**src/common/timer_pkg.sv**
```systemverilog
// package: register map, field layout and reset values of the timer section
package timer_pkg;

  // ---------------------------------------------------------------
  // register indices (byte address is four times the index)
  // ---------------------------------------------------------------
  localparam logic [5:0] IDX_RUN_CONTROL  = 6'h0E;
  localparam logic [5:0] IDX_MODE_CONTROL = 6'h0F;
  localparam logic [5:0] IDX_RELOAD_HIGH  = 6'h10;
  localparam logic [5:0] IDX_RELOAD_LOW   = 6'h11;
  localparam logic [5:0] IDX_EVENT_STATUS = 6'h20;

  // ---------------------------------------------------------------
  // run control fields
  // ---------------------------------------------------------------
  localparam int RUN_FLAG_LSB  = 4;
  localparam int RUN_MASK_LSB  = 0;
  localparam int TIMER_COUNT   = 4;

  // ---------------------------------------------------------------
  // timer0 mode control fields
  // ---------------------------------------------------------------
  localparam int HALT_RX_BIT     = 7;
  localparam int START_MODE_LSB  = 4;
  localparam int RELOAD_ZERO_BIT = 3;
  localparam int CLK_SEL_LSB     = 0;

  // ---------------------------------------------------------------
  // event status fields
  // ---------------------------------------------------------------
  localparam int IRQ_FLAG_BIT = 0;

  // ---------------------------------------------------------------
  // encodings
  // ---------------------------------------------------------------
  localparam logic [1:0] START_NONE     = 2'h0;
  localparam logic [1:0] START_TX_END   = 2'h1;
  localparam logic [1:0] START_TRIM     = 2'h2;
  localparam logic [1:0] START_TRIM_UF  = 2'h3;
  localparam logic [1:0] CLK_CARRIER    = 2'h0;
  localparam logic [1:0] CLK_SLOW       = 2'h1;
  localparam logic [1:0] CLK_TIMER2_UF  = 2'h2;
  localparam logic [1:0] CLK_TIMER1_UF  = 2'h3;

  // ---------------------------------------------------------------
  // reset values
  // ---------------------------------------------------------------
  localparam logic [3:0]  RUN_RESET        = 4'h0;
  localparam logic [7:0]  MODE_RESET       = 8'h00;
  localparam logic [7:0]  RELOAD_RESET     = 8'h00;
  localparam logic [15:0] COUNT_RESET      = 16'h0000;
  localparam logic [31:0] RDATA_RESET      = 32'h0000_0000;

endpackage

```
**src/logic/timer_tick_select.sv**
```systemverilog
// module: picks the count tick of timer 0 from four sources
`timescale 1ns/1ns
module timer_tick_select
(
  input  wire logic       pclk,
  input  wire logic       presetn,
  input  wire logic [1:0] clk_sel,
  input  wire logic       tick_carrier,
  input  wire logic       tick_slow,
  input  wire logic       timer1_underflow,
  input  wire logic       timer2_underflow,
  output logic            tick
);

  typedef struct packed
  {
    logic tick;
  } sel_state_t;

  sel_state_t st;
  sel_state_t next_st;

  // ---------------------------------------------------------------
  // source choice
  // ---------------------------------------------------------------
  // registered so the counter sees a clean single-cycle pulse
  always_comb
  begin
    next_st = st;
    case (clk_sel)
      timer_pkg::CLK_CARRIER:   next_st.tick = tick_carrier;
      timer_pkg::CLK_SLOW:      next_st.tick = tick_slow;
      timer_pkg::CLK_TIMER2_UF: next_st.tick = timer2_underflow;
      timer_pkg::CLK_TIMER1_UF: next_st.tick = timer1_underflow;
      default:                  next_st.tick = 1'b0;
    endcase
  end

  always_ff @(posedge pclk or negedge presetn)
  begin
    if (!presetn)
      st <= '0;
    else
      st <= next_st;
  end

  assign tick = st.tick;

endmodule // timer_tick_select

```
**src/logic/timer_section.sv**
```systemverilog
// module: shared timer run control plus timer 0 configuration and counter
//
// Added by the designer: the APB register port.
`timescale 1ns/1ns
module timer_section
(
  input  wire logic        pclk,
  input  wire logic        presetn,
  input  wire logic        psel,
  input  wire logic        penable,
  input  wire logic        pwrite,
  input  wire logic [7:0]  paddr,
  input  wire logic [31:0] pwdata,
  output logic [31:0]      prdata,
  output logic             pready,
  output logic             pslverr,
  input  wire logic        tick_carrier,
  input  wire logic        tick_slow,
  input  wire logic        timer1_underflow,
  input  wire logic        timer2_underflow,
  input  wire logic [2:0]  others_stopped,
  input  wire logic        tx_end,
  input  wire logic        rx_nibble_done,
  input  wire logic        trim_edge,
  output logic [3:0]       timer_active,
  output logic             timer0_underflow,
  output logic             underflow_irq_flag
);

  // ---------------------------------------------------------------
  // state
  // ---------------------------------------------------------------
  typedef struct packed
  {
    logic [3:0]  run;
    logic        halt_on_receive;
    logic [1:0]  start_mode_select;
    logic        reload_on_zero;
    logic [1:0]  count_clock_select;
    logic [7:0]  reload_value_high;
    logic [7:0]  reload_value_low;
    logic [15:0] count;
    logic        irq;
    logic        uf_pulse;
    logic        pready;
    logic        pslverr;
    logic [31:0] prdata;
  } ctl_state_t;

  ctl_state_t st;
  ctl_state_t next_st;

  logic        tick;
  logic        access;
  logic        wr_done;
  logic [5:0]  idx;
  logic        hit;
  logic        trim_mode;
  logic [15:0] reload_value;
  logic [7:0]  wbyte;
  logic [7:0]  rbyte;
  logic [3:0]  stop_req;
  logic        count_step;
  logic        at_zero;
  logic        tx_start;
  logic        trim_flip;
  logic        rx_halt;
  logic        sw_write;

  // ---------------------------------------------------------------
  // tick source
  // ---------------------------------------------------------------
  timer_tick_select u_tick
  (
    .pclk             (pclk),
    .presetn          (presetn),
    .clk_sel          (st.count_clock_select),
    .tick_carrier     (tick_carrier),
    .tick_slow        (tick_slow),
    .timer1_underflow (timer1_underflow),
    .timer2_underflow (timer2_underflow),
    .tick             (tick)
  );

  // ---------------------------------------------------------------
  // bus decode
  // ---------------------------------------------------------------
  // one wait state: pready rises in the second access cycle
  assign access  = psel && penable && !st.pready;
  assign wr_done = psel && penable && st.pready && pwrite;
  assign idx     = paddr[7:2];
  assign wbyte   = pwdata[7:0];
  // misaligned or unmapped addresses answer with pslverr
  assign hit     = (paddr[1:0] == 2'h0)
                   && (idx == timer_pkg::IDX_RUN_CONTROL
                    || idx == timer_pkg::IDX_MODE_CONTROL
                    || idx == timer_pkg::IDX_RELOAD_HIGH
                    || idx == timer_pkg::IDX_RELOAD_LOW
                    || idx == timer_pkg::IDX_EVENT_STATUS);

  assign trim_mode    = st.start_mode_select[1];
  assign reload_value = {st.reload_value_high, st.reload_value_low};

  // ---------------------------------------------------------------
  // stop requests of the other timers
  // ---------------------------------------------------------------
  // timers 1 to 3 count elsewhere and only report their stop here;
  // timer 0 stops through its own events below
  assign stop_req[0] = 1'b0;
  for (genvar g = 1; g < timer_pkg::TIMER_COUNT; g++)
  begin : g_stop
    assign stop_req[g] = others_stopped[g-1];
  end

  // ---------------------------------------------------------------
  // timer 0 events
  // ---------------------------------------------------------------
  // each event is named once so the next-state logic reads as a list
  assign count_step = st.run[0] && tick;
  assign at_zero    = (st.count == 16'h0000);
  assign tx_start   = tx_end
                      && st.start_mode_select == timer_pkg::START_TX_END;
  // trimming owns start and stop; a receive halt would fight it
  assign trim_flip  = trim_mode && trim_edge;
  assign rx_halt    = st.halt_on_receive && !trim_mode
                      && rx_nibble_done;
  assign sw_write   = wr_done && hit;

  // ---------------------------------------------------------------
  // read mux
  // ---------------------------------------------------------------
  // mask bits are write-only and read back as zero
  always_comb
  begin
    rbyte = 8'h00;
    case (idx)
      timer_pkg::IDX_RUN_CONTROL:
        rbyte[timer_pkg::RUN_FLAG_LSB +: 4] = st.run;
      timer_pkg::IDX_MODE_CONTROL:
      begin
        // reserved bits 6 and 2 stay zero
        rbyte[timer_pkg::HALT_RX_BIT]         = st.halt_on_receive;
        rbyte[timer_pkg::START_MODE_LSB +: 2] = st.start_mode_select;
        rbyte[timer_pkg::RELOAD_ZERO_BIT]     = st.reload_on_zero;
        rbyte[timer_pkg::CLK_SEL_LSB +: 2]    = st.count_clock_select;
      end
      timer_pkg::IDX_RELOAD_HIGH:
        rbyte = st.reload_value_high;
      timer_pkg::IDX_RELOAD_LOW:
        rbyte = st.reload_value_low;
      timer_pkg::IDX_EVENT_STATUS:
        rbyte[timer_pkg::IRQ_FLAG_BIT] = st.irq;
      default:
        rbyte = 8'h00;
    endcase
  end

  // ---------------------------------------------------------------
  // next state
  // ---------------------------------------------------------------
  always_comb
  begin
    next_st          = st;
    next_st.uf_pulse = 1'b0;

    // apb answer; data and error stand only while pready is high
    next_st.pready  = access;
    next_st.pslverr = 1'b0;
    next_st.prdata  = timer_pkg::RDATA_RESET;
    if (access)
    begin
      next_st.pslverr = !hit;
      next_st.prdata  = (hit && !pwrite) ? {24'h000000, rbyte}
                                         : timer_pkg::RDATA_RESET;
    end

    // other timers report their own stop
    next_st.run = st.run & ~stop_req;

    // counting; reload only read at a start or at an underflow with reload_on_zero, not mid-count
    if (count_step)
    begin
      if (!at_zero)
        next_st.count = st.count - 16'h0001;
      else if (st.start_mode_select == timer_pkg::START_TRIM)
        next_st.run[0] = 1'b0;
      else
      begin
        // decrement at zero is an underflow
        next_st.uf_pulse = 1'b1;
        next_st.irq      = 1'b1;
        if (st.reload_on_zero)
          next_st.count = reload_value;
        else
          next_st.run[0] = 1'b0;
      end
    end

    // automatic start at end of transmission
    if (tx_start)
    begin
      next_st.run[0] = 1'b1;
      next_st.count  = reload_value;
    end

    // trimming: each rising edge toggles start and stop
    if (trim_flip)
    begin
      next_st.run[0] = !st.run[0];
      if (!st.run[0])
        next_st.count = reload_value;
    end

    // receive halt, which trimming overrides
    if (rx_halt)
      next_st.run[0] = 1'b0;

    // software writes last, so software wins over events, except an irq clear against an underflow in the same cycle
    if (sw_write)
    begin
      case (idx)
        timer_pkg::IDX_RUN_CONTROL:
        begin
          for (int i = 0; i < timer_pkg::TIMER_COUNT; i++)
          begin
            if (wbyte[timer_pkg::RUN_MASK_LSB + i])
            begin
              next_st.run[i] = wbyte[timer_pkg::RUN_FLAG_LSB + i];
              if (i == 0 && wbyte[timer_pkg::RUN_FLAG_LSB])
                next_st.count = reload_value;
            end
          end
        end
        timer_pkg::IDX_MODE_CONTROL:
        begin
          next_st.halt_on_receive    = wbyte[timer_pkg::HALT_RX_BIT];
          next_st.start_mode_select  =
            wbyte[timer_pkg::START_MODE_LSB +: 2];
          next_st.reload_on_zero     = wbyte[timer_pkg::RELOAD_ZERO_BIT];
          next_st.count_clock_select = wbyte[timer_pkg::CLK_SEL_LSB +: 2];
        end
        timer_pkg::IDX_RELOAD_HIGH:
          next_st.reload_value_high = wbyte;
        timer_pkg::IDX_RELOAD_LOW:
          next_st.reload_value_low = wbyte;
        timer_pkg::IDX_EVENT_STATUS:
        begin
          // write one clears; a fresh underflow in the same cycle wins
          if (wbyte[timer_pkg::IRQ_FLAG_BIT] && !next_st.uf_pulse)
            next_st.irq = 1'b0;
        end
        default:
          next_st.irq = next_st.irq;
      endcase
    end
  end

  // ---------------------------------------------------------------
  // state register
  // ---------------------------------------------------------------
  // the whole state is one register; reset clears it, then loads run, halt, reload, count and read data from the package
  always_ff @(posedge pclk or negedge presetn)
  begin
    if (!presetn)
    begin
      st                    <= '0;
      st.run                <= timer_pkg::RUN_RESET;
      st.halt_on_receive    <= timer_pkg::MODE_RESET[timer_pkg::HALT_RX_BIT];
      st.reload_value_high  <= timer_pkg::RELOAD_RESET;
      st.reload_value_low   <= timer_pkg::RELOAD_RESET;
      st.count              <= timer_pkg::COUNT_RESET;
      st.prdata             <= timer_pkg::RDATA_RESET;
    end
    else
      st <= next_st;
  end

  // ---------------------------------------------------------------
  // outputs, all straight from the state register
  // ---------------------------------------------------------------
  assign prdata             = st.prdata;
  assign pready             = st.pready;
  assign pslverr            = st.pslverr;
  assign timer_active       = st.run;
  assign timer0_underflow   = st.uf_pulse;
  assign underflow_irq_flag = st.irq;

endmodule // timer_section

```
**config.mk**
```make
export PLATFORM = sky130hd
export DESIGN_NAME = timer_section
export DESIGN_NICKNAME = d
export VERILOG_FILES = /design/src/common/timer_pkg.sv /design/src/logic/timer_tick_select.sv /design/src/logic/timer_section.sv
export SDC_FILE = /design/constraint.sdc
export NUM_CORES = 1
export LEC_CHECK = 0
export BUFFER_PORTS_ARGS = -buffer_cell sky130_fd_sc_hd__buf_2
export CAP_MARGIN = 20
export CORE_MARGIN = 1.5
export CORE_UTILIZATION = 30
export DETAILED_ROUTE_END_ITERATION = 6
export SYNTH_ARGS = -nofsm -noshare
export SYNTH_HDL_FRONTEND = slang
export SYNTH_SLANG_ARGS = --single-unit
export TNS_END_PERCENT = 50
```
**constraint.sdc**
```tcl
create_clock -name pclk -period 3.65 [get_ports pclk]
set_input_delay 0.73 -clock pclk [delete_from_list [all_inputs] [get_ports pclk]]
set_output_delay 0.73 -clock pclk [all_outputs]
set_load 0.03 [all_outputs]
```
==> run_results.csv, run 1 <==
group,metric,value,unit
setup_path,critical_path.max_stage_delay,0.64,ns
drt,first_pass_iters,4,
setup_path,path_cells,"or4_4 -> or4_1 -> or3_4 -> o21ai_4 -> a221oi_1",
clocking,hold_buffers,0,
floorplanning,die_y,108,um
grt,grtUsageTotal,0.144,
setup_path,end_kind,"flop",
place,place.gp.congestion,0.884,
clocking,cts_tree,"yes",
setup_path,path_depth,5,
setup_path,path_buf_inv,0,
drt,routed_wirelength,8200,um
timing,fin_crit,2.74,ns
drt,dr_total_vias,2722,
layout,antenna_cells,0,
synthesis,synth_edf_count,0,
worst_hold_path,hold_path_class,"input pin to asynchronous set/reset pin",
floorplanning,coreArea,10700,um^2
layout,layout-drive-gt1-share,0.288,
floorplanning,dieArea,11600,um^2
drt,ant_nets,0,
drt,avgRoutedWirePerCell,16.5,um
timing,setup-tns-final,0,ns
setup_path,worstSetupPathType,"flop to flop",
grt,grt_max_degree,33,
clocking,cts_setup_buffers,0,
clocking,cts-root-buf,"clkbuf_8",
clocking,clock_latency,0.31,ns
timing,fmax,0.365,GHz
timing,setup_slack,0.914,ns
pwr,vdd_ir_drop_max,0.161,mV
synthesis,yosysSeqAreaShare,0.418,
synthesis,avgSynthCellArea,10.0,um^2
setup_path,cp.required,3.83,ns
timing,maxSlewViolCount,0,
status,outcome,"finished, final reports clean",
timing,finalHoldViolCount,0,
layout,fillers,1150,
timing,slew_headroom,0.615,
setup_path,r2r_cells,5,
drt,drtIter0Drc,217,
grt,antenna_found_initial,0,
grt,grt_pass1_vias,2515,
place,place_ws,0.895,ns
floorplanning,initial_utilization,0.306,
floorplanning,die_x,108,um
synthesis,ys_ff_latch,55,
synthesis,ys_dominant_reg_cell,"dfrtp_1",
layout,area_delta_synth_final,9.13,%
drt,avgViaCountPerCell,5.47,
timing,tightest_slew,0.574,ns
clocking,path_clk_slew,0.10,ns
timing,finalCritPeriodShare,0.750,
floorplanning,io_pins,95,
clocking,ctsLongestPathBuffers,2,
place,numPortBuffers,46,
synthesis,ys_warn_count,0,
layout,nets,415,
clocking,ctsResizeCount,0,
setup_path,critPathLaunchType,"flop",
clocking,htreeDepth,2,
setup_path,critPathTopFamily,"simple AND/OR/NAND/NOR gates",
synthesis,synth_cell_types,62,
synthesis,async_flop_share,1.00,
timing,rsz0062_at_grt,"no",
run,maxCapViolCount,0,
drt,drc_errors,0,
floorplanning,rows,38,
timing,setup-violations-final,0,
place,dp_hpwl,5990,um
setup_path,path_max_fanout,9,
pwr,p_leak,0.00158,uW
timing,skew,0.00703,ns
layout,multi_input_area,1630,um^2
synthesis,syn_inst,328,
setup_path,crit_slowest_cell,"or4_1",
grt,overflow,0,
synthesis,synth_area,3290,um^2
layout,seqCellArea,1380,um^2
setup_path,cp.arrival,2.92,ns
clocking,cts-buffers-inserted,5,
setup_path,reg2reg_slack,0.91,ns
pwr,pwr_density_cell,346,nW/um^2
timing,hold-worst-slack,0.386,ns
clocking,cts.sinks,55,
grt,grt_pass1_wl,13200,um
-- sequential cells by signal (all words and copies together), names as in the netlist --
signal,cells
timer_active,4
prdata,8
underflow_irq_flag,1
timer0_underflow,1
reload_value,16
st,22
pslverr,1
pready,1
u_tick.tick,1
-- metrics by stage --
| step | total power, uW | cells | cell area, um^2 | util |
|---|---|---|---|---|
| 4_1_cts | 1250 | 498 | 3590 | 0.334 |
| 6_report | 1240 | 498 | 3590 | 0.334 |
| 5_1_grt | 1300 | 498 | 3590 | 0.334 |
| 3_5_place_dp | 847 | 491 | 3480 | 0.324 |
| 2_1_floorplan | 806 | 351 | 3380 | - |
| 3_3_place_gp | 843 | 491 | 3480 | 0.324 |
-- cell families after synthesis --
kind of cell | after synthesis | share of synthesized area
muxes | 31 | 0.108
adders and majority gates | 2 | 0.00761
buffers and inverters | 59 | 0.111
and+or+nand+nor | 102 | 0.175
other | 1 | 0.00114
AOI/OAI and AO/OA | 78 | 0.179
DFF | 55 | 0.418
-- power breakdown --
group	switching, uW	internal, uW	leakage (uW)
Combinational	120	59.4	0.000817
Clock	203	201	0.0000502
Sequential	25.3	633	0.000710
Total	349	893	0.00158
-- final cells by class --
type	count	area share
clock inverter	2	0.0105
multi-input combinational	237	0.455
clock buffer	5	0.0192
timing repair buffer	51	0.0746
sequential	55	0.383
tap	140	0.0488
inverter	8	0.00837
-- synth_stat cells (all sizes together), types with 3 or more instances --
cell | count | share of area
dfrtp | 55 | 0.42
buf | 39 | 0.088
mux2 | 26 | 0.089
nor2 | 20 | 0.024
nand2 | 15 | 0.018
a21oi | 14 | 0.021
clkbuf | 12 | 0.014
nand3 | 12 | 0.018
nor3 | 9 | 0.014
nor4 | 9 | 0.022
inv | 8 | 0.0091
a211oi | 6 | 0.014
a22oi | 6 | 0.014
a31oi | 6 | 0.011
nand2b | 6 | 0.011
nand4 | 6 | 0.011
o21ai | 6 | 0.013
or3 | 6 | 0.013
a221oi | 5 | 0.013
a311oi | 4 | 0.011
and3 | 4 | 0.0076
mux2i | 4 | 0.012
or4 | 4 | 0.011
a21boi | 3 | 0.0068
a21o | 3 | 0.0068
a22o | 3 | 0.0087
a31o | 3 | 0.0080
and2 | 3 | 0.0057
nand3b | 3 | 0.0068
o211ai | 3 | 0.0068
-- layer usage --
layer / GRT usage / vias up / wire (um)
met4: 0.0395 / 0 / 102
met5: 0 / - / 0
li1: - / 1237 / -
met3: 0.0212 / 10 / 509
met2: 0.226 / 109 / 3830
met1: 0.206 / 1366 / 3760
-- cell usage in the layout, fill, tap and decap left out, types with 6 or more instances in the layout --
master,n
dfrtp_1,55
buf_2,46
mux2_2,26
conb_1,24
nor2_1,19
nand2_1,14
a21oi_1,14
nand3_1,12
nor3_1,9
inv_1,8
nor4_1,8
nand2b_1,6
a22oi_1,6
a211oi_1,6
nand4_1,6
a31oi_1,6
-- worst paths after layout --
path	from	endpoint
max reg2reg	st[43]	st[47]
max in group asynchronous	presetn	st[41]
min reg2reg	pready	pready
min	presetn	st[69]
max	st[43]	st[47]
min in group pclk	pready	pready
Note: power is estimated with default switching activity, not from simulation.
==> inputs of run 2 (changes only) <==
--- a/config.mk
+++ b/config.mk
@@ -5,6 +5,7 @@
 export SDC_FILE = /design/constraint.sdc
 export NUM_CORES = 1
 export LEC_CHECK = 0
+export ABC_AREA = 1
 export BUFFER_PORTS_ARGS = -buffer_cell sky130_fd_sc_hd__buf_2
 export CAP_MARGIN = 20
 export CORE_MARGIN = 1.5
==> constraint.sdc (replaced) <==
create_clock -name pclk -period 2.8 [get_ports pclk]
set_input_delay 0.56 -clock pclk [delete_from_list [all_inputs] [get_ports pclk]]
set_output_delay 0.56 -clock pclk [all_outputs]
set_load 0.03 [all_outputs]
==> run_results.csv, run 2 <==
group,metric,value,unit
status,outcome,"finished, final reports clean",
layout,layout_common_cells,"nand2_1 (173), nor2_1 (66), inv_1 (59)",
synthesis,syn_inst,569,
layout,final_common_cell,"nand2_1",
synthesis,synth_area,3930,um^2
timing,finalCritPeriodShare,0.714,
layout,largest_register_ffs,22,
drt,avgRoutedWirePerCell,13.4,um
clocking,clock_latency,0.30,ns
floorplanning,die_y,117,um
grt,use_met1,0.218,
drt,drc_errors,0,
timing,setup-tns-final,0,ns
synthesis,ys_warn_count,0,
setup_path,reg2reg_slack,0.80,ns
layout,seqCellArea,1380,um^2
floorplanning,dieArea,13800,um^2
synthesis,synth-adder-area-share,0.00637,
worst_hold_path,hold_path_class,"input pin to asynchronous set/reset pin",
timing,fmax,0.500,GHz
clocking,cts_setup_buffers,0,
setup_path,cp.required,2.99,ns
clocking,cts-buffers-inserted,5,
setup_path,critPathTopFamily,"simple AND/OR/NAND/NOR gates",
pwr,p_leak,0.00225,uW
setup_path,critPathLaunchType,"flop",
layout,final_cells,774,
synthesis,yosysSeqAreaShare,0.350,
synthesis,synth_compound_area_frac,0.121,
grt,grt_pass1_wl,17000,um
timing,skew,0.00449,ns
timing,maxSlewViolCount,0,
setup_path,path_max_fanout,20,
clocking,htreeDepth,2,
synthesis,async_flop_share,1.00,
synthesis,synth_top_area_cell,"dfrtp_1",
synthesis,synth_xor_area_frac,0.00668,
timing,hold-worst-slack,0.235,ns
drt,dr_total_vias,3529,
layout,nets,659,
place,place.gp.congestion,0.879,
layout,layout-drive-gt1-share,0.174,
layout,fin_area,4320,um^2
timing,slew_headroom,0.574,
clocking,ctsLongestPathBuffers,2,
clocking,path_clk_slew,0.07,ns
synthesis,ys_ff_latch,55,
timing,rsz0062_at_grt,"no",
grt,grt.busiest_layer,"met2",
synthesis,yosysMostFrequentCell,"nand2_1",
grt,grt_max_degree,56,
drt,routed_wirelength,10400,um
drt,first_pass_iters,5,
layout,antenna_cells,0,
layout,fillers,1454,
run,maxCapViolCount,0,
drt,ant_nets,0,
layout,regMostFlops,"st",
synthesis,synth_edf_count,0,
grt,grtUsageTotal,0.152,
layout,multi_input_area,2050,um^2
place,numPortBuffers,46,
synthesis,synth_top_family_by_area,"simple AND/OR/NAND/NOR gates",
floorplanning,initial_utilization,0.309,
floorplanning,rows,41,
timing,fin_crit,2.00,ns
synthesis,avgSynthCellArea,6.91,um^2
setup_path,path_buf_inv,2,
synthesis,ys_dominant_reg_cell,"dfrtp_1",
timing,tightest_slew,0.638,ns
grt,overflow,0,
clocking,cts.sinks,55,
grt,grt_pass1_vias,3332,
floorplanning,die_x,117,um
pwr,pwr_density_cell,415,nW/um^2
layout,final_core_util,0.340,
clocking,cts-root-buf,"clkbuf_16",
layout,area_delta_synth_final,9.99,%
grt,grtUsageMet3,0.0218,
setup_path,critical_path.max_stage_delay,0.50,ns
floorplanning,coreArea,12700,um^2
setup_path,crit_slowest_cell,"nand2_1",
timing,finalHoldViolCount,0,
synthesis,yosys-top-cells-count,"nand2_1 (173), nor2_1 (66), inv_1 (59)",
clocking,hold_buffers,0,
setup_path,cp.arrival,2.19,ns
grt,antenna_found_initial,0,
clocking,cts_tree,"yes",
grt,grt_use_met2,0.240,
synthesis,synth_top_area_frac,0.350,
drt,drtIter0Drc,338,
floorplanning,io_pins,95,
synthesis,synthSimpleGateAreaFrac,0.364,
clocking,ctsResizeCount,0,
timing,setup-violations-final,0,
place,dpl_cell_area,4160,um^2
synthesis,synth_mux_area_frac,0,
synthesis,synth_area_leaders,"dfrtp_1 (35%), nand2_1 (17%), buf_4 (6.9%)",
setup_path,cp_common_cell,"nand2_1",
drt,avgViaCountPerCell,4.56,
place,dp_hpwl,7960,um
setup_path,path_cells,"inv_1 -> nand2_1 -> nand2_1 -> inv_1 -> nand2_1 -> nand2_1 -> nand2_1 -> nand2_1 -> nand2_1 -> nand2_1 -> nor2_1 -> nor2_1",
setup_path,worstSetupPathType,"flop to flop",
synthesis,synth_cell_types,37,
pwr,vdd_ir_drop_max,0.278,mV
setup_path,end_kind,"flop",
place,dp.cells,767,
==> run 2: kinds of logic (layout without fill, tap and decap cells) <==
| family | Yosys count | count (layout) |
|---|---|---|
| AOI/OAI and AO/OA | 79 | 79 |
| other | 1 | 24 |
| buffers and inverters | 111 | 121 |
| and+or+nand+nor | 318 | 318 |
| xor gates and xnor gates | 3 | 3 |
| DFF | 55 | 55 |
| adders and majority gates | 2 | 2 |
==> run 2: layer usage <==
metal	up-vias	part of all wire
li1	1810	-
met1	1600	0.49
met2	104	0.45
met3	15	0.044
met4	0	0.018
met5	-	0
==> run 2: path summary, 6_finish.rpt <==
check / startpoint / to / cells past startpoint
max: st[71] / st[46] / 12
max in group asynchronous: presetn / prdata[0] / 2
min reg2reg: reload_value[5] / reload_value[5] / 2
max reg2reg: st[71] / st[46] / 12
min: presetn / st[50] / 2
min in group pclk: reload_value[5] / reload_value[5] / 2
==> run 2: final cells by class <==
| cell class | instances | share of cell area |
|---|---|---|
| Sequential cell | 55 | 0.318 |
| Timing Repair Buffer | 50 | 0.0631 |
| Tap cell | 172 | 0.0498 |
| Multi-Input combinational cell | 426 | 0.474 |
| Clock inverter | 2 | 0.00955 |
| Inverter | 64 | 0.0567 |
| Clock buffer | 5 | 0.0289 |
==> run 2: metrics by stage <==
| stage | total power, uW | worst slack [ns] |
|---|---|---|
| 2_1_floorplan | 1020 | 1.17 |
| 3_3_place_gp | 1080 | 0.677 |
| 5_1_grt | 1860 | 0.465 |
| 3_5_place_dp | 1080 | 0.626 |
| 4_1_cts | 1800 | 0.808 |
| 6_report | 1790 | 0.800 |
==> run 2: power by group <==
part	internal (uW)	switching (uW)	leakage, uW
Sequential	804	12.0	0.000754
Clock	424	305	0.0000818
Combinational	68.1	180	0.00141
Total	1300	497	0.00225
==> inputs of run 3 (changes only) <==
--- a/config.mk
+++ b/config.mk
@@ -5,7 +5,7 @@
 export SDC_FILE = /design/constraint.sdc
 export NUM_CORES = 1
 export LEC_CHECK = 0
-export ABC_AREA = 1
+export ABC_AREA = 0
 export BUFFER_PORTS_ARGS = -buffer_cell sky130_fd_sc_hd__buf_2
 export CAP_MARGIN = 20
 export CORE_MARGIN = 1.5
==> constraint.sdc (replaced) <==
create_clock -name pclk -period 2.01 [get_ports pclk]
set_input_delay 0.402 -clock pclk [delete_from_list [all_inputs] [get_ports pclk]]
set_output_delay 0.402 -clock pclk [all_outputs]
set_load 0.03 [all_outputs]
==> run_results.csv, run 3 (synthesis gave the netlist of run 1 again) <==
group,metric,value,unit
worst_hold_path,hold_path_class,"input pin to asynchronous set/reset pin",
clocking,htreeDepth,2,
layout,regMostFlops,"st",
grt,grt_max_degree,56,
setup_path,cp.required,2.25,ns
grt,grt_use_met2,0.263,
setup_path,reg2reg_slack,-0.34,ns
drt,avgRoutedWirePerCell,16.5,um
grt,grt_pass1_vias,2886,
grt,use_met1,0.236,
run,maxCapViolCount,0,
clocking,ctsLongestPathBuffers,2,
drt,drtIter0Drc,143,
status,outcome,"finished with violations",
setup_path,critPathTopFamily,"simple AND/OR/NAND/NOR gates",
setup_path,worstSetupPathType,"flop to flop",
place,place.gp.congestion,0.876,
floorplanning,initial_utilization,0.306,
timing,rsz0062_at_grt,"yes",
setup_path,endpoint,"st[42]",
pwr,vdd_ir_drop_max,0.345,mV
setup_path,end_kind,"flop",
grt,antenna_found_initial,0,
timing,finalCritPeriodShare,1.17,
setup_path,critPathLaunchType,"flop",
setup_path,crit_slowest_cell,"or4_4",
timing,maxSlewViolCount,0,
setup_path,cp_common_cell,"or4_4",
pwr,p_leak,0.00193,uW
place,dp_hpwl,7040,um
layout,final_core_util,0.396,
clocking,hold_buffers,0,
setup_path,r2r-start,"st[43]",
timing,fin_crit,2.35,ns
setup_path,cp-startpoint,"st[43]",
layout,layout_common_cells,"buf_4 (61), dfrtp_1 (55), buf_2 (46)",
floorplanning,rows,38,
grt,overflow,0,
layout,final_common_cell,"buf_4",
grt,grtUsageTotal,0.167,
floorplanning,dieArea,11600,um^2
drt,avgViaCountPerCell,5.14,
clocking,path_clk_slew,0.10,ns
setup_path,reg2reg_to,"st[42]",
setup_path,path_max_fanout,4,
timing,skew,0.00772,ns
setup_path,r2r_cells,6,
clocking,cts.sinks,55,
clocking,cts-root-buf,"clkbuf_8",
setup_path,path_depth,6,
drt,routed_wirelength,9310,um
timing,setup-tns-final,-4.92,ns
drt,dr_total_vias,2905,
timing,fmax,0.425,GHz
drt,drc_errors,0,
drt,first_pass_iters,4,
setup_path,cp.arrival,2.60,ns
clocking,clock_latency,0.30,ns
floorplanning,coreArea,10700,um^2
grt,grt_pass1_wl,15100,um
layout,area_delta_synth_final,29.2,%
layout,layout-drive-gt1-share,0.435,
floorplanning,die_x,108,um
setup_path,path_buf_inv,1,
setup_path,path_cells,"or4_4 -> or4_4 -> or3_4 -> o21ai_4 -> buf_4 -> a221o_2",
timing,setup-violations-final,19,
grt,grt.busiest_layer,"met2",
layout,largest_register_ffs,22,
clocking,cts_tree,"yes",
layout,nets,481,
drt,ant_nets,0,
floorplanning,die_y,108,um
place,numPortBuffers,46,
floorplanning,io_pins,95,
setup_path,critical_path.max_stage_delay,0.56,ns
pwr,pwr_density_cell,547,nW/um^2
grt,grtUsageMet3,0.0242,
layout,antenna_cells,0,
clocking,cts-buffers-inserted,5,
status,violations,"negative setup slack",
timing,setup_slack,-0.345,ns
timing,finalHoldViolCount,0,
[run 3: changes by cell type in the layout (fill, tap and decap cells not counted), sizes merged, moves of 6 or more]
cell and delta:
inv -55, or3 +6, nor2 -60, nand2b +6, nor3 +8, nand4 -11
nand3 -28, nand2 -163, nor4 +9, o21ai -52, a211oi +6, mux2 +26
buf +67
[run 3: layout make-up]
cell class | instances | area (um^2)
clock buffer | 7 | 96.3
sequential | 55 | 1380
fill | 1089 | 6490
inverter | 8 | 30.0
clock inverter | 1 | 7.51
multi-input combinational | 237 | 1740
tap | 140 | 175
timing repair buffer | 117 | 827
[run 3: timing repair]
action	in CTS	in global routing
pin swaps	12	4
setup endpoints to repair	19	21
setup buffers	4	1
gates resized for setup	18	7
[run 3: worst min-delay path by stage]
stage | slack (ns) | to | startpoint
global placement | 0.42 | prdata[3] | presetn
floorplan | 0.11 | prdata[0] | presetn
CTS | 0.1 | prdata[4] | presetn
global route | 0.11 | prdata[3] | presetn
finish | 0.08 | pslverr | presetn
detailed placement | 0.43 | pslverr | presetn
[run 3: metrics by stage]
step,worst slack (ns),cells,power [uW],hold WS (ns),area [um^2]
after global routing,-0.396,565,2450,0.105,4250
after detailed placement,-0.432,553,1660,0.434,4000
after CTS,-0.299,565,2340,0.0957,4210
after floorplan,-0.434,351,1470,0.106,3390
after global placement,-0.396,553,1660,0.421,4000
final,-0.345,565,2330,0.0811,4250
[run 3: power breakdown]
part / internal, uW / switching (uW) / leakage (uW)
logic: 209 / 267 / 0.00117
registers: 1150 / 29.3 / 0.000710
clock network: 314 / 359 / 0.0000505
total: 1670 / 655 / 0.00193
[run 3: per-layer routing]
| metal | wire length [um] | up-vias |
|---|---|---|
| met5 | 0 | - |
| met4 | 182 | 0 |
| met3 | 363 | 11 |
| met2 | 4290 | 90 |
| met1 | 4470 | 1429 |
| li1 | - | 1375 |
